**src/twt_pkg.sv**
```systemverilog
package twt_pkg;

    // ****************************************
    // Register offsets and reset values
    // ****************************************
    localparam logic [7:0] OFS_OWN   = 8'h00;
    localparam logic [7:0] OFS_CTRL  = 8'h01;
    localparam logic [7:0] OFS_COND  = 8'h02;
    localparam logic [7:0] OFS_BUF   = 8'h03;
    localparam logic [7:0] OFS_ISTAT = 8'h04;
    localparam logic [7:0] OFS_IMASK = 8'h05;
    localparam logic [7:0] RST_OWN   = 8'h00;
    localparam logic [7:0] RST_BUF   = 8'h00;
    localparam logic [1:0] RST_IRQ   = 2'h0;

    // ****************************************
    // Control and interrupt field positions
    // ****************************************
    localparam int CB_FLAG  = 7;
    localparam int CB_ACKEN = 6;
    localparam int CB_START = 5;
    localparam int CB_STOP  = 4;
    localparam int CB_WCOL  = 3;
    localparam int CB_EN    = 2;
    localparam int CB_IE    = 0;
    localparam int IB_XFER  = 0;
    localparam int IB_WAKE  = 1;
    localparam int PRE_W    = 3;

    // ****************************************
    // Condition codes and bus constants
    // ****************************************
    localparam logic [7:0] CC_OWN_READ  = 8'ha8;
    localparam logic [7:0] CC_ARB_READ  = 8'hb0;
    localparam logic [7:0] CC_DATA_ACK  = 8'hb8;
    localparam logic [7:0] CC_DATA_NACK = 8'hc0;
    localparam logic [7:0] CC_LAST_ACK  = 8'hc8;
    localparam logic [7:0] CC_NONE      = 8'hf8;
    localparam logic [6:0] BROADCAST    = 7'h00;
    localparam logic       DIR_READ     = 1'b1;
    localparam logic [2:0] LAST_BIT     = 3'h7;

    // ****************************************
    // Types
    // ****************************************
    typedef struct packed {
        logic scl;
        logic sda;
    } twt_pin_in_t;

    typedef struct packed {
        logic sclOut;
        logic sclOe;
        logic sdaOut;
        logic sdaOe;
    } twt_pin_drv_t;

    typedef enum logic [2:0] {
        S_IDLE, S_ADDR, S_AACK_WAIT, S_AACK, S_WAIT, S_TX, S_TACK
    } twt_state_t;

endpackage : twt_pkg

```
**src/twt_target_tx.sv**
```systemverilog
// Our own choices: the register offsets and strobed register access.
`timescale 1ns/10ps
module twt_target_tx (
    // Clock and reset
    input  wire logic                 clk_sys,
    input  wire logic                 nrst,
    // Register port
    input  wire logic [7:0]           regAddr,
    input  wire logic [7:0]           regWdata,
    input  wire logic                 regWr,
    input  wire logic                 regRd,
    output logic [7:0]                regRdata,
    // Bus pins
    input  wire twt_pkg::twt_pin_in_t pinIn,
    output twt_pkg::twt_pin_drv_t     pinDrv,
    // System
    input  wire logic                 arbLost,
    input  wire logic                 sleepDeep,
    output logic                      wakeReq,
    output logic                      startLaunch,
    output logic                      irq
);

    // ****************************************
    // Pin synchronisers and bus events
    // ****************************************
    logic [1:0] sclSync_q;
    logic [1:0] sdaSync_q;
    logic       sclPrev_q;
    logic       sdaPrev_q;
    logic       sclRise;
    logic       sclFall;
    logic       busStart;
    logic       busStop;

    // Two flops per pin; only the second stage feeds any logic
    always_ff @(posedge clk_sys) begin
        if (!nrst) begin
            sclSync_q <= 2'h3;
            sdaSync_q <= 2'h3;
            sclPrev_q <= 1'b1;
            sdaPrev_q <= 1'b1;
        end else begin
            sclSync_q <= {sclSync_q[0], pinIn.scl};
            sdaSync_q <= {sdaSync_q[0], pinIn.sda};
            sclPrev_q <= sclSync_q[1];
            sdaPrev_q <= sdaSync_q[1];
        end
    end

    // Edges and framing conditions
    assign sclRise  = sclSync_q[1] & ~sclPrev_q;
    assign sclFall  = ~sclSync_q[1] & sclPrev_q;
    assign busStart = sclSync_q[1] & sclPrev_q & sdaPrev_q & ~sdaSync_q[1];
    assign busStop  = sclSync_q[1] & sclPrev_q & ~sdaPrev_q & sdaSync_q[1];

    // ****************************************
    // Register state
    // ****************************************
    twt_pkg::twt_state_t state_q;
    logic [7:0] own_q;
    logic [7:0] buf_q;
    logic [7:0] code_q;
    logic [7:0] pendCode_q;
    logic [7:0] shift_q;
    logic [2:0] cnt_q;
    logic       flag_q;
    logic       ackEn_q;
    logic       startReq_q;
    logic       stopReq_q;
    logic       wcol_q;
    logic       en_q;
    logic       ie_q;
    logic       last_q;
    logic       ackSeen_q;
    logic       wake_q;
    logic       busBusy_q;
    logic       startQueued_q;
    logic       sdaOe_q;
    logic       sclOe_q;
    logic [1:0] istat_q;
    logic [1:0] imask_q;
    logic [7:0] rdata_q;

    // Decoded accesses and hardware events
    logic       ctrlWr;
    logic       flagClr;
    logic [7:0] addrByte;
    logic       addrDone;
    logic       addrHit;
    logic       flagSet;
    logic [7:0] nextCode;
    logic       leaveAddr;

    assign ctrlWr   = regWr && regAddr == twt_pkg::OFS_CTRL;
    assign flagClr  = ctrlWr && regWdata[twt_pkg::CB_FLAG];
    assign addrByte = {shift_q[6:0], sdaSync_q[1]};
    assign addrDone = state_q == twt_pkg::S_ADDR && sclRise
                      && cnt_q == twt_pkg::LAST_BIT;
    // Own or broadcast match, gated live by acknowledge enable
    assign addrHit  = en_q && ackEn_q
                      && (addrByte[7:1] == own_q[7:1]
                          || (addrByte[7:1] == twt_pkg::BROADCAST && own_q[0]));
    assign flagSet  = sclFall && (state_q == twt_pkg::S_AACK
                                  || state_q == twt_pkg::S_TACK);
    // Receiver reply picks the next code; a last byte acked is 0xC8
    assign nextCode = state_q == twt_pkg::S_AACK ? pendCode_q :
                      !ackSeen_q ? twt_pkg::CC_DATA_NACK :
                      last_q ? twt_pkg::CC_LAST_ACK :
                      twt_pkg::CC_DATA_ACK;
    assign leaveAddr = state_q == twt_pkg::S_WAIT && flagClr
                       && (code_q == twt_pkg::CC_DATA_NACK
                           || code_q == twt_pkg::CC_LAST_ACK);

    // ****************************************
    // Software registers
    // ****************************************
    // Own address and byte buffer
    always_ff @(posedge clk_sys) begin
        if (!nrst) begin
            own_q <= twt_pkg::RST_OWN;
            buf_q <= twt_pkg::RST_BUF;
        end else begin
            if (regWr && regAddr == twt_pkg::OFS_OWN) begin
                own_q <= regWdata;
            end
            if (regWr && regAddr == twt_pkg::OFS_BUF && flag_q) begin
                buf_q <= regWdata;
            end else if (addrDone && !sleepDeep) begin
                buf_q <= addrByte;
            end
        end
    end

    // Control bits; hardware setting the flag beats a clear
    always_ff @(posedge clk_sys) begin
        if (!nrst) begin
            flag_q     <= 1'b0;
            ackEn_q    <= 1'b0;
            startReq_q <= 1'b0;
            stopReq_q  <= 1'b0;
            wcol_q     <= 1'b0;
            en_q       <= 1'b0;
            ie_q       <= 1'b0;
        end else begin
            if (flagSet) begin
                flag_q <= 1'b1;
            end else if (flagClr) begin
                flag_q <= 1'b0;
            end
            if (ctrlWr) begin
                ackEn_q    <= regWdata[twt_pkg::CB_ACKEN];
                startReq_q <= regWdata[twt_pkg::CB_START];
                stopReq_q  <= regWdata[twt_pkg::CB_STOP];
                en_q       <= regWdata[twt_pkg::CB_EN];
                ie_q       <= regWdata[twt_pkg::CB_IE];
            end
            // Buffer write while the flag is low is a collision
            if (regWr && regAddr == twt_pkg::OFS_BUF && !flag_q) begin
                wcol_q <= 1'b1;
            end else if (regWr && regAddr == twt_pkg::OFS_BUF) begin
                wcol_q <= 1'b0;
            end
        end
    end

    // ****************************************
    // Transfer sequencer
    // ****************************************
    // Not addressed on stop, disable or the end of a 0xC0/0xC8 turn
    always_ff @(posedge clk_sys) begin
        if (!nrst) begin
            state_q    <= twt_pkg::S_IDLE;
            shift_q    <= 8'h00;
            cnt_q      <= 3'h0;
            pendCode_q <= twt_pkg::CC_OWN_READ;
            code_q     <= twt_pkg::CC_NONE;
            last_q     <= 1'b0;
            ackSeen_q  <= 1'b0;
        end else if (!en_q || busStop) begin
            state_q <= twt_pkg::S_IDLE;
        end else if (busStart) begin
            state_q <= twt_pkg::S_ADDR;
            cnt_q   <= 3'h0;
        end else begin
            unique case (state_q)
                twt_pkg::S_IDLE: state_q <= twt_pkg::S_IDLE;
                twt_pkg::S_ADDR: begin
                    if (sclRise) begin
                        shift_q <= addrByte;
                        cnt_q   <= cnt_q + 3'h1;
                    end
                    if (addrDone) begin
                        // Write direction belongs to the receive side
                        if (addrHit && addrByte[0] == twt_pkg::DIR_READ) begin
                            state_q    <= twt_pkg::S_AACK_WAIT;
                            pendCode_q <= arbLost ? twt_pkg::CC_ARB_READ
                                                  : twt_pkg::CC_OWN_READ;
                        end else begin
                            state_q <= twt_pkg::S_IDLE;
                        end
                    end
                end
                twt_pkg::S_AACK_WAIT: begin
                    if (sclFall) begin
                        state_q <= twt_pkg::S_AACK;
                    end
                end
                twt_pkg::S_AACK, twt_pkg::S_TACK: begin
                    if (state_q == twt_pkg::S_TACK && sclRise) begin
                        ackSeen_q <= ~sdaSync_q[1];
                    end
                    if (flagSet) begin
                        state_q <= twt_pkg::S_WAIT;
                        code_q  <= nextCode;
                    end
                end
                twt_pkg::S_WAIT: begin
                    if (leaveAddr) begin
                        state_q <= twt_pkg::S_IDLE;
                    end else if (flagClr) begin
                        state_q <= twt_pkg::S_TX;
                        shift_q <= buf_q;
                        cnt_q   <= 3'h0;
                        last_q  <= ~regWdata[twt_pkg::CB_ACKEN];
                    end
                end
                twt_pkg::S_TX: begin
                    if (sclFall) begin
                        shift_q <= {shift_q[6:0], 1'b1};
                        cnt_q   <= cnt_q + 3'h1;
                        if (cnt_q == twt_pkg::LAST_BIT) begin
                            state_q <= twt_pkg::S_TACK;
                        end
                    end
                    if (!ackEn_q) begin
                        last_q <= 1'b1;
                    end
                end
            endcase
        end
    end

    // Code is frozen while the flag is low; it reads 0xF8 then
    always_ff @(posedge clk_sys) begin
        if (!nrst) begin
            sdaOe_q <= 1'b0;
            sclOe_q <= 1'b0;
        end else begin
            sdaOe_q <= (state_q == twt_pkg::S_AACK)
                       || (state_q == twt_pkg::S_TX && !shift_q[7]);
            // Hold the clock low while software owns the turn
            sclOe_q <= en_q && (flag_q || flagSet);
        end
    end

    // ****************************************
    // Wake, queued start and interrupt
    // ****************************************
    // Wake request stays until software clears the flag
    always_ff @(posedge clk_sys) begin
        if (!nrst) begin
            wake_q        <= 1'b0;
            busBusy_q     <= 1'b0;
            startQueued_q <= 1'b0;
        end else begin
            if (addrDone && addrHit && sleepDeep) begin
                wake_q <= 1'b1;
            end else if (flagClr) begin
                wake_q <= 1'b0;
            end
            if (busStart) begin
                busBusy_q <= 1'b1;
            end else if (busStop) begin
                busBusy_q <= 1'b0;
            end
            // The start request travels in the same write that clears the flag
            if (leaveAddr && regWdata[twt_pkg::CB_START]) begin
                startQueued_q <= 1'b1;
            end else if (!busBusy_q) begin
                startQueued_q <= 1'b0;
            end
        end
    end

    // Sticky events, set wins over a write-one clear
    always_ff @(posedge clk_sys) begin
        if (!nrst) begin
            istat_q <= twt_pkg::RST_IRQ;
            imask_q <= twt_pkg::RST_IRQ;
        end else begin
            if (regWr && regAddr == twt_pkg::OFS_IMASK) begin
                imask_q <= regWdata[1:0];
            end
            istat_q <= (istat_q & ~((regWr && regAddr == twt_pkg::OFS_ISTAT)
                                    ? regWdata[1:0] : 2'h0))
                       | {addrDone && addrHit && sleepDeep, flagSet};
        end
    end

    // ****************************************
    // Register read port
    // ****************************************
    // Prescaler field of the condition code always reads zero
    always_ff @(posedge clk_sys) begin
        if (!nrst) begin
            rdata_q <= 8'h00;
        end else if (regRd) begin
            unique case (regAddr)
                twt_pkg::OFS_OWN:   rdata_q <= own_q;
                twt_pkg::OFS_CTRL:  rdata_q <= {flag_q, ackEn_q, startReq_q, stopReq_q,
                                                wcol_q, en_q, 1'b0, ie_q};
                twt_pkg::OFS_COND:  rdata_q <= flag_q
                    ? {code_q[7:twt_pkg::PRE_W], 3'h0}
                    : twt_pkg::CC_NONE;
                twt_pkg::OFS_BUF:   rdata_q <= buf_q;
                twt_pkg::OFS_ISTAT: rdata_q <= {6'h00, istat_q};
                twt_pkg::OFS_IMASK: rdata_q <= {6'h00, imask_q};
                default:            rdata_q <= 8'h00;
            endcase
        end
    end

    // Outputs; open-drain lines only ever pull low
    assign regRdata       = rdata_q;
    assign pinDrv.sclOut  = 1'b0;
    assign pinDrv.sclOe   = sclOe_q;
    assign pinDrv.sdaOut  = 1'b0;
    assign pinDrv.sdaOe   = sdaOe_q;
    assign wakeReq        = wake_q;
    assign startLaunch    = startQueued_q && !busBusy_q;
    assign irq            = |(istat_q & imask_q);
endmodule : twt_target_tx

```
**config.mk**
```make
export PLATFORM = sky130hd
export DESIGN_NAME = twt_target_tx
export DESIGN_NICKNAME = d
export VERILOG_FILES = /design/src/twt_pkg.sv /design/src/twt_target_tx.sv
export SDC_FILE = /design/constraint.sdc
export NUM_CORES = 1
export LEC_CHECK = 0
export ABC_CLOCK_PERIOD_IN_PS = 4750
export BUFFER_PORTS_ARGS = -buffer_cell sky130_fd_sc_hd__buf_2
export CORE_MARGIN = 10
export CORE_UTILIZATION = 40
export CTS_BUF_LIST = sky130_fd_sc_hd__clkbuf_2
export CTS_CLUSTER_DIAMETER = 80
export DETAILED_ROUTE_END_ITERATION = 6
export PLACE_DENSITY = 0.55
export SLEW_MARGIN = 20
export SYNTH_ARGS = -nofsm -noshare
export SYNTH_HDL_FRONTEND = slang
export SYNTH_SLANG_ARGS = --single-unit
```
**constraint.sdc**
```tcl
create_clock -name clk_sys -period 4.75 [get_ports clk_sys]
set_input_delay 0.475 -clock clk_sys [delete_from_list [all_inputs] [get_ports clk_sys]]
set_output_delay 0.475 -clock clk_sys [all_outputs]
set_load 0.02 [all_outputs]
```
Word-level counts from Yosys, hierarchy flattened
Cells that the tools add are included.
{"block": "word_totals", "ff_bits": 78, "in_bits": 24, "output_inout_bits": 15, "wordCells": 186}
{"block": "classes", "n_addsub": 1, "n_eq_ne": 35, "muxes": 43, "bitwise_logic": 19, "reduce_logical": 59}
{"operator": "$mux W8", "n": 8}
{"operator": "$pmux W8 S6", "n": 1}
{"operator": "$mux W3", "n": 12}
{"operator": "$ne A3 B3 Y1 const B", "n": 9}
{"operator": "$logic_and A1 B1 Y1", "n": 25}
{"operator": "$pmux W8 S3", "n": 1}
{"operator": "$reduce_and A6 Y1", "n": 4}
{"operator": "$ne A2 B2 Y1 const B", "n": 9}
{"operator": "$pmux W3 S6", "n": 1}
{"operator": "$eq A8 B2 Y1 const B", "n": 2}
{"operator": "$eq A8 B3 Y1 const B", "n": 2}
{"operator": "$eq A8 B8 Y1 const B", "n": 2}
{"operator": "$mux W7", "n": 2}
{"operator": "$mux W1", "n": 13}
{"operator": "$eq A3 B3 Y1 const B", "n": 4}
{"operator": "$reduce_bool A2 Y1", "n": 6}
{"operator": "$pmux W3 S3", "n": 1}
{"operator": "$eq A8 B1 Y1 const B", "n": 1}
{"operator": "$logic_not A8 Y1", "n": 1}
{"operator": "$not A1 Y1", "n": 8}
{"operator": "$reduce_and A4 Y1", "n": 2}
{"operator": "$and A1 B1 Y1", "n": 7}
{"operator": "$eq A7 B7 Y1", "n": 1}
{"operator": "$logic_not A7 Y1", "n": 1}
{"operator": "other kinds (20)", "n": 34}

Depth between registers and ports, before layout
Gate-level depths: netlist (run 1).
{"block": "logic_depth", "word_depth": 9, "ltp_mapped": 7, "depth_no_buf": 6}

Least setup slack after synthesis (run 1)
Ideal clock, no wire load.
{"block": "synth_path", "path_type": "input-to-reg", "startpoint": "in regAddr[4]", "endpoint": "reg own_q[0]", "setup_ps": 116, "t_arrival_ps": 2105, "required_time_ps": 4634, "slack_ps": 2529, "path_stages": 7, "n_path_buf": 2, "cell_sequence": "or4b_1 -> or4_1 -> buf_2 -> or3_1 -> buf_6 -> nand2_1 -> a21oi_1"}
{"block": "synth_between", "elab_chain_cells": 2}
{"element": "start: declaration", "line": "twt_target_tx.sv:8", "source": "input wire logic [7:0] regAddr,"}
{"element": "$logic_not A8 Y1", "line": "twt_target_tx.sv:124", "source": "if (regWr && regAddr == twt_pkg::OFS_OWN) begin"}
{"element": "$logic_and A1 B1 Y1", "line": "twt_target_tx.sv:124"}
{"element": "end signal: assignment", "line": "twt_target_tx.sv:121", "source": "own_q <= twt_pkg::RST_OWN;"}
{"element": "end signal: assignment", "line": "twt_target_tx.sv:125", "source": "own_q <= regWdata;"}
{"element": "end: declaration", "line": "twt_target_tx.sv:61", "source": "logic [7:0] own_q;"}
Every way passes these cells.
A chain may end at the register's enable or synchronous reset.

Final worst setup path (run 1)
{"block": "layout_path", "startpoint": "reg state_q[0]", "endpoint": "reg buf_q[3]"}
{"block": "layout_between", "elab_chain_cells": 5}
{"element": "start: declaration", "line": "twt_target_tx.sv:60", "source": "twt_pkg::twt_state_t state_q;"}
{"element": "start signal: assignment", "line": "twt_target_tx.sv:173", "source": "state_q <= twt_pkg::S_IDLE;"}
{"element": "start signal: assignment", "line": "twt_target_tx.sv:181", "source": "state_q <= twt_pkg::S_IDLE;"}
{"element": "start signal: assignment", "line": "twt_target_tx.sv:183", "source": "state_q <= twt_pkg::S_ADDR;"}
{"element": "$eq A3 B1 Y1", "line": "twt_target_tx.sv:98", "source": "assign addrDone = state_q == twt_pkg::S_ADDR && sclRise"}
{"element": "$logic_and A1 B1 Y1", "line": "twt_target_tx.sv:98"}
{"element": "$logic_and A1 B1 Y1", "line": "twt_target_tx.sv:99", "source": "&& cnt_q == twt_pkg::LAST_BIT;"}
{"element": "$logic_and A1 B1 Y1", "line": "twt_target_tx.sv:129", "source": "end else if (addrDone && !sleepDeep) begin"}
{"element": "$reduce_bool A2 Y1 (no line)"}
{"element": "end signal: assignment", "line": "twt_target_tx.sv:122", "source": "buf_q <= twt_pkg::RST_BUF;"}
{"element": "end signal: assignment", "line": "twt_target_tx.sv:128", "source": "buf_q <= regWdata;"}
{"element": "end signal: assignment", "line": "twt_target_tx.sv:130", "source": "buf_q <= addrByte;"}
{"element": "end: declaration", "line": "twt_target_tx.sv:62", "source": "logic [7:0] buf_q;"}
Every way passes these cells.

==> Implementation_results.wiki, run 1 <==
{| class="wikitable"
! Metric !! Value
|-
| Leading cell types by count after synthesis || dfxtp_1 (68), nand2_1 (51), a21oi_1 (27), o21ai_0 (27)
|-
| Clock buffer depth || 2
|-
| Cells on Worst Hold Path || 2
|-
| Share of synthesized registers carrying an async set or reset || 0%
|-
| CTS sink cnt || 68
|-
| Fin Setup TNS || 0 ns
|-
| Wirelength per Cell || 17.1 um
|-
| Net count, final || 446
|-
| Starting density of the core || 41.6%
|-
| Switching power summed over all nets || 0.268 mW
|-
| Cell-by-cell listing of the critical path || and4bb_2, and3_1, nor2b_1, mux2i_1, a211oi_1
|-
| Max Clock Skew || 0.0288 ns
|-
| Yosys Warn Count || 0
|-
| Routed via count || 2927
|-
| Dominant cells by area after synthesis || dfxtp_1 (39%), mux2i_1 (7.2%), nand2_1 (5.5%)
|-
| Most frequently used cell type in the post-synthesis netlist || dfxtp_1
|-
| Static leakage || 1.41 nW
|-
| Share of cells above drive strength 1 || 16.0%
|-
| Tcrit/Tclk final || 53.3%
|-
| Cell internal power dissipation || 0.663 mW
|-
| Synth Flop Type || dfxtp_1
|-
| Final cell count without fillers || 530
|-
| Post-route DRC violation count || 0
|-
| P&R area growth vs syn || 7.79%
|-
| Wire length of the first global-routing pass || 15.1 mm
|-
| Category of the most critical setup path || flop to flop
|-
| Clock tree root driver cell || clkbuf_2
|-
| H-Tree Level Count || 3
|-
| Kind of launch point of the worst setup path || flop
|-
| CP Max Fanout || 13
|-
| Area of the die || 12800 sq um
|-
| Post-synth top area share || 39.2%
|-
| Final setup vio count || 0
|-
| Placer congestion estimate || 0.823
|-
| Critical-path cell with the highest stage delay || nor2b_1
|-
| Count of pins on the block boundary || 39
|-
| Number of buffers added by the clock tree synthesis step || 9
|-
| Final-report max-slew violation count || 0
|-
| Area of the mapped netlist || 3470 sq um
|-
| Clock slew seen by the registers of the worst setup and hold paths || 0.21 ns
|-
| Total congestion overflow || 0
|-
| Maximum vdd drop || 0.185 mV
|-
| Overall die height || 113 um
|-
| Max frequency || 395 MHz
|-
| Clk Latency, worst-skew pair || 0.52 ns
|-
| TritonCTS clock tree || done
|-
| Synthesized area per cell || 8.76 sq um
|-
| Largest net degree at the start of global routing || 39
|-
| Distinct cells, synth || 60
|-
| Cells on worst reg2reg path || 5
|-
| Post-Route WL || 9.07 mm
|-
| Hpwl dp || 6.53 mm
|-
| Initial DRT Pass Iterations || 4
|-
| Synthesized flop and latch total || 68
|-
| Total Routing Usage GR || 14.2%
|-
| Gate Count Post-Synth || 396
|-
| Area of the placeable core || 8340 sq um
|-
| Slowest cell delay on critical path || 0.79 ns
|-
| Critical Path RT || 5.18 ns
|-
| Leading area contributor after synthesis || dfxtp_1
|-
| Max transition margin || 27.5%
|-
| Total of hold buffers inserted after clock tree synthesis || 0
|-
| Final worst-path setup slack || 2.22 ns
|-
| Setup repair after global routing missed its margin || false
|-
| Arrival time of the worst setup path || 2.96 ns
|-
| Detail Route Antenna Nets || 0
|-
| DP Cell Count || 514
|-
| Die span in x || 113 um
|-
| Number of synthesized flops with an enable pin || 0
|-
| Comb power frac || 5.8%
|-
| Proportion of power drawn by flip-flops and latches || 62.0%
|-
| Share of total power consumed by net switching || 28.8%
|-
| Post-synthesis sequential area ratio || 39.2%
|-
| Port Buf Inserts || 36
|-
| Clock network power share || 32.2%
|-
| Number of antenna repair diodes || 0
|-
| Transition time of the tightest slew-check pin || 1.08 ns
|-
| Number of standard-cell rows in the floorplan || 33
|-
| Post-cts sizing count || 0
|-
| Max Cap Viol || 0
|-
| Final worst path period need || 2.53 ns
|-
| Antenna violations before repair || 0
|-
| Via count of the first global-routing pass || 2877
|-
| Hold Path Class || input pin to flop
|-
| Hold violation count in the final report || 0
|-
| Type of element capturing the critical path || flop
|-
| Via density || 5.52
|-
| Outcome || complete, no violations
|-
| First DRT Iteration DRCs || 152
|-
| Buffers inserted during post-CTS setup optimization || 0
|-
| Pwr/cell area || 249 nW/um^2
|-
| Pre-CTS setup slack || 2.00 ns
|}
-- sequential cells by signal (all words and copies together) (netlist names), 2 cells and up --
| name | flops |
|---|---|
| buf_q | 8 |
| own_q | 8 |
| regRdata | 8 |
| shift_q | 8 |
| code_q | 4 |
| cnt_q | 3 |
| state_q | 3 |
| imask_q | 2 |
| istat_q | 2 |
| pendCode_q | 2 |
| sclSync_q | 2 |
| sdaSync_q | 2 |
-- stage by stage --
| step | power (mW) | util, % | area [sq um] | hold slack (ns) |
|---|---|---|---|---|
| 2_1_floorplan | 0.624 | - | 3470 | 0.386 |
| 3_3_place_gp | 0.642 | 43.6 | 3630 | 0.389 |
| 3_5_place_dp | 0.643 | 43.6 | 3630 | 0.394 |
| 4_1_cts | 0.939 | 44.7 | 3730 | 0.0949 |
| 5_1_grt | 0.973 | 44.8 | 3740 | 0.0872 |
| 6_report | 0.931 | 44.8 | 3740 | 0.120 |
-- final timing paths --
path / startpoint / endpoint / slack, ns
min reg2reg: sdaSync_q[0] / sdaSync_q[1] / 0.41
min: pinIn[1] / sclSync_q[0] / 0.12
max: state_q[0] / buf_q[3] / 2.22
max reg2reg: state_q[0] / buf_q[3] / 2.22
-- cells by family (layout without fill, tap and decap cells) --
family	count (synthesis)	in the layout	share of synthesized area, %
AO/OA/AOI/OAI	100	100	18.1
XOR/XNOR	8	8	2.02
adder cells (fa/ha/maj)	3	3	1.01
buffers and inverters	36	64	5.81
flip-flops	68	68	39.2
multiplexers	31	31	10.8
other	1	2	0.108
AND/OR/NAND/NOR	149	149	22.9
-- routing by layer --
metal	track usage, %	up-vias	wire length (um)
met2	21.3	69	4120
met4	3.81	0	131
met1	19.1	1374	4390
met5	0	-	0
met3	4.54	9	433
li1	-	1475	-
-- final cells by class --
cell class                 count  area [sq um]
clock buffer                   9          45.0
clock inverter                 7          52.6
fill                         862          4600
inverter                      10          37.5
multi-input combinational    293          1920
sequential                    68          1360
tap                          105           131
timing repair buffer          38           195
-- power groups by stage --
stage | Sequential [mW] | Combinational, mW | Clock [mW]
after CTS | 0.577 | 0.0540 | 0.308
after detailed placement | 0.589 | 0.0539 | 0
after floorplan | 0.588 | 0.0361 | 0
after global routing | 0.578 | 0.0597 | 0.335
final | 0.577 | 0.0536 | 0.300
after global placement | 0.589 | 0.0536 | 0
-- critical path: cells and delay by family, from the launching register on --
family           cells  cell delay [ns]
flip-flops           1             0.66
AO/OA/AOI/OAI        1             0.27
AND/OR/NAND/NOR      3             1.33
multiplexers         1             0.18
-- cell usage in the layout (no fill, tap or decap), drive strengths merged, types with 6 or more instances in the layout --
cell type / count
buf: 38
o21ai: 27
clkbuf: 9
a21oi: 27
nor2b: 9
a211oi: 9
o211ai: 6
or3: 8
nor3: 7
nor2: 25
dfxtp: 68
nand2: 51
a22o: 8
inv: 11
mux2i: 25
nand3: 10
nand2b: 11
nand4: 6
Note: power is estimated with default switching activity, not from simulation.
==> inputs of run 2 (changes only) <==
- ABC_AREA: unset -> 1
- ABC_CLOCK_PERIOD_IN_PS: 4750 -> 2200
- PLACE_DENSITY: 0.55 -> 0.57
- clock period: 4.75 -> 2.2 ns (I/O delays scaled with it)
==> run 2 against run 1 <==
Clock power rose to 3.2 times the previous value; non-clock buffer count rose by 13; total power rose to 2.5 times the previous value; critical path depth rose by 5; register-to-register slack worse by 1.8 ns; wire length increased by 3.2%; highest routed layer unchanged.
==> Implementation_results.wiki, run 2 <==
{| class="wikitable"
! Metric !! Value
|-
| Outcome || complete, no violations (unchanged)
|-
| Clock network power share || 41.7% (was 32.2%)
|-
| P&R area growth vs syn || 15.9% (was 7.79%)
|-
| Number of synthesized flops with an enable pin || 0 (unchanged)
|-
| Number of buffers added by the clock tree synthesis step || 9 (unchanged)
|-
| Kind of launch point of the worst setup path || flop (unchanged)
|-
| Die span in x || 112 um (was 113 um)
|-
| Synth Flop Type || dfxtp_1 (unchanged)
|-
| Comb power frac || 5.0% (was 5.8%)
|-
| Leading area contributor after synthesis || dfxtp_1 (unchanged)
|-
| Area of the die || 12400 sq um (was 12800 sq um)
|-
| Initial DRT Pass Iterations || 5 (was 4)
|-
| Detail Route Antenna Nets || 0 (unchanged)
|-
| Share of total power consumed by net switching || 23.7% (was 28.8%)
|-
| CTS sink cnt || 68 (unchanged)
|-
| Clock slew seen by the registers of the worst setup and hold paths || 0.19 ns (was 0.21 ns)
|-
| Hpwl dp || 7.11 mm (was 6.53 mm)
|-
| Routed via count || 3207 (was 2927)
|-
| Static leakage || 1.63 nW (was 1.41 nW)
|-
| CP Max Fanout || 16 (was 13)
|-
| Share of synthesized registers carrying an async set or reset || 0% (unchanged)
|-
| Cell internal power dissipation || 1.78 mW (was 0.663 mW)
|-
| Pwr/cell area || 601 nW/um^2 (was 249 nW/um^2)
|-
| Post-route DRC violation count || 0 (unchanged)
|-
| Cell-by-cell listing of the critical path || inv_2, nor2_4, inv_2, nor2_4, buf_4, inv_1, o22ai_1, inv_1, o21ai_1, a21oi_1 (was and4bb_2, and3_1, nor2b_1, mux2i_1, a211oi_1)
|-
| Total congestion overflow || 0 (unchanged)
|-
| Clock tree root driver cell || clkbuf_2 (unchanged)
|-
| Distinct cells, synth || 37 (was 60)
|-
| Filler Cell Count || 858 (was 862)
|-
| Dominant cells by area after synthesis || dfxtp_1 (41%), nand2_1 (13%), a21oi_1 (7.9%) (was dfxtp_1 (39%), mux2i_1 (7.2%), nand2_1 (5.5%))
|-
| Count of pins on the block boundary || 39 (unchanged)
|-
| Max Clock Skew || 0.0244 ns (was 0.0288 ns)
|-
| Category of the most critical setup path || flop to flop (unchanged)
|-
| Tcrit/Tclk final || 79.6% (was 53.3%)
|-
| First DRT Iteration DRCs || 231 (was 152)
|-
| Wirelength per Cell || 14.6 um (was 17.1 um)
|-
| Synthesized flop and latch total || 68 (unchanged)
|-
| Yosys Warn Count || 0 (unchanged)
|-
| Non-Filler Cell Area, Final || 3880 sq um (was 3740 sq um)
|-
| H-Tree Level Count || 3 (unchanged)
|-
| Hold violation count in the final report || 0 (unchanged)
|-
| Number of standard-cell rows in the floorplan || 33 (unchanged)
|-
| Share of cells above drive strength 1 || 17.0% (was 16.0%)
|-
| Final setup vio count || 0 (unchanged)
|-
| Most common cell after layout, fill and taps aside || nand2_1 (was dfxtp_1)
|-
| Leading cell types by count after synthesis || nand2_1 (114), dfxtp_1 (68), a21oi_1 (53), inv_1 (44), o21ai_0 (40) (was dfxtp_1 (68), nand2_1 (51), a21oi_1 (27), o21ai_0 (27))
|-
| Final design utilization || 47.5% (was 44.8%)
|-
| Post-synth top area share || 40.6% (was 39.2%)
|-
| Hold path start || regWr (was pinIn[1])
|-
| Antenna violations before repair || 0 (unchanged)
|-
| Overall die height || 112 um (was 113 um)
|-
| Reg-to-reg critical path startpoint || state_q[2] (was state_q[0])
|-
| Most frequently used cell type in the post-synthesis netlist || nand2_1 (was dfxtp_1)
|-
| Post-DP Area || 3600 sq um (was 3630 sq um)
|-
| Switching power summed over all nets || 0.552 mW (was 0.268 mW)
|-
| Max transition margin || 66.6% (was 27.5%)
|-
| Placer congestion estimate || 0.882 (was 0.823)
|-
| Proportion of power drawn by flip-flops and latches || 53.3% (was 62.0%)
|-
| Total Routing Usage GR || 14.8% (was 14.2%)
|-
| Clock buffer depth || 2 (unchanged)
|-
| TritonCTS clock tree || done (unchanged)
|-
| Critical Path RT || 2.63 ns (was 5.18 ns)
|-
| Max frequency || 571 MHz (was 395 MHz)
|-
| Hold Path Class || input pin to flop (unchanged)
|-
| Largest net degree at the start of global routing || 35 (was 39)
|-
| Smallest hold slack || 0.0364 ns (was 0.120 ns)
|-
| Setup repair after global routing missed its margin || false (unchanged)
|-
| Type of element capturing the critical path || flop (unchanged)
|-
| Wire length of the first global-routing pass || 15.4 mm (was 15.1 mm)
|-
| Port Buf Inserts || 36 (unchanged)
|-
| Arrival time of the worst setup path || 2.18 ns (was 2.96 ns)
|-
| Total chip power || 2.33 mW (was 0.931 mW)
|-
| Post-Route WL || 9.35 mm (was 9.07 mm)
|-
| Fin Setup TNS || 0 ns (unchanged)
|-
| Post-synthesis sequential area ratio || 40.6% (was 39.2%)
|-
| Number of antenna repair diodes || 0 (unchanged)
|-
| Starting density of the core || 41.0% (was 41.6%)
|-
| Final-report max-slew violation count || 0 (unchanged)
|-
| Transition time of the tightest slew-check pin || 0.500 ns (was 1.08 ns)
|-
| Critical-path cell with the highest stage delay || dfxtp_1 (was nor2b_1)
|-
| Area of the placeable core || 8180 sq um (was 8340 sq um)
|-
| Area of the mapped netlist || 3350 sq um (was 3470 sq um)
|-
| Max Cap Viol || 0 (unchanged)
|-
| Clk Latency, worst-skew pair || 0.52 ns (about the same)
|-
| Most frequent cells in the layout || nand2_1 (114), dfxtp_1 (68), a21oi_1 (53), inv_1 (44), o21ai_0 (40) (was dfxtp_1 (68), nand2_1 (51), buf_2 (36), o21ai_0 (27), a21oi_1 (27))
|-
| Start point of the critical path || state_q[2] (was state_q[0])
|-
| Synthesized area per cell || 6.97 sq um (was 8.76 sq um)
|-
| Via count of the first global-routing pass || 3085 (was 2877)
|-
| Maximum vdd drop || 0.327 mV (was 0.185 mV)
|-
| Net count, final || 555 (was 446)
|-
| Final worst path period need || 1.75 ns (was 2.53 ns)
|-
| Gate Count Post-Synth || 481 (was 396)
|-
| Via density || 5.02 (was 5.52)
|-
| Slowest cell delay on critical path || 0.50 ns (was 0.79 ns)
|}
[run 2: changes by cell type in the layout (fill, tap and decap cells not counted), moves of 9 or more]
cell	change
dlygate4sd3_1	+12
mux2i_1	-25
o21ai_0	+13
nand3_1	+12
o21ai_1	+27
nor2b_1	-9
inv_2	+10
a211oi_1	-9
inv_1	+34
a21oi_1	+26
nand2b_1	-11
nand2_1	+63
[run 2: cells by family (layout without fill, tap and decap cells)]
kind of cell | after synthesis | count (layout) | synth area share [%]
simple gates | 208 | 208 | 29.1
compound gates | 131 | 131 | 20.4
buf+inv | 70 | 122 | 8.81
flops | 68 | 68 | 40.6
fa+ha+maj | 2 | 2 | 0.746
other cells | 1 | 2 | 0.112
xor+xnor | 1 | 1 | 0.261
[run 2: critical path: cells and delay by family (launching register included)]
| kind | cells | cell delay [ns] |
|---|---|---|
| DFF | 1 | 0.50 |
| and+or+nand+nor | 2 | 0.28 |
| buffers and inverters | 5 | 0.57 |
| AOI/OAI and AO/OA | 3 | 0.32 |
[run 2: repair_timing]
item,CTS,global route
hold buffers,12,0
gates resized for setup,0,0
setup endpoints to repair,0,0
hold endpoints to repair,19,0
buffers inserted,0,0
[run 2: final timing paths]
path | to | slack, ns | depth (start not counted)
setup / recovery | shift_q[0] | 0.45 | 10
hold / removal | imask_q[1] | 0.04 | 3
setup reg to reg | shift_q[0] | 0.45 | 10
hold reg to reg | sclSync_q[1] | 0.45 | 1
[run 2: power by group through the flow]
| stage | clock, mW | combinational (mW) | sequential, mW |
|---|---|---|---|
| 6_report | 0.972 | 0.118 | 1.24 |
| 5_1_grt | 1.03 | 0.130 | 1.25 |
| 4_1_cts | 0.997 | 0.116 | 1.24 |
| 3_5_place_dp | 0 | 0.101 | 1.27 |
| 3_3_place_gp | 0 | 0.0997 | 1.27 |
| 2_1_floorplan | 0 | 0.0544 | 1.27 |
[run 2: through the flow]
step / cells / setup WS (ns)
2_1_floorplan: 482 / 0.705
3_3_place_gp: 611 / 0.410
3_5_place_dp: 611 / 0.361
4_1_cts: 639 / 0.453
5_1_grt: 639 / 0.240
6_report: 639 / 0.449
[run 2: per-layer routing]
| metal | wire (um) | vias to the layer above | part of all wire (%) | track usage (%) |
|---|---|---|---|---|
| li1 | - | 1675 | - | - |
| met1 | 4370 | 1418 | 47 | 18.6 |
| met2 | 4180 | 98 | 45 | 24.1 |
| met3 | 582 | 16 | 6.2 | 2.90 |
| met4 | 224 | 0 | 2.4 | 6.34 |
| met5 | 0 | - | 0 | 0 |
[run 2: layout make-up]
type / instances / area (sq um) / area share, %
clock buffer: 10 / 50.0 / 1.29
clock inverter: 6 / 113 / 2.90
inverter: 55 / 206 / 5.32
multi-input combinational: 344 / 1700 / 43.8
sequential: 68 / 1360 / 35.1
tap: 105 / 131 / 3.38
timing repair buffer: 51 / 323 / 8.31
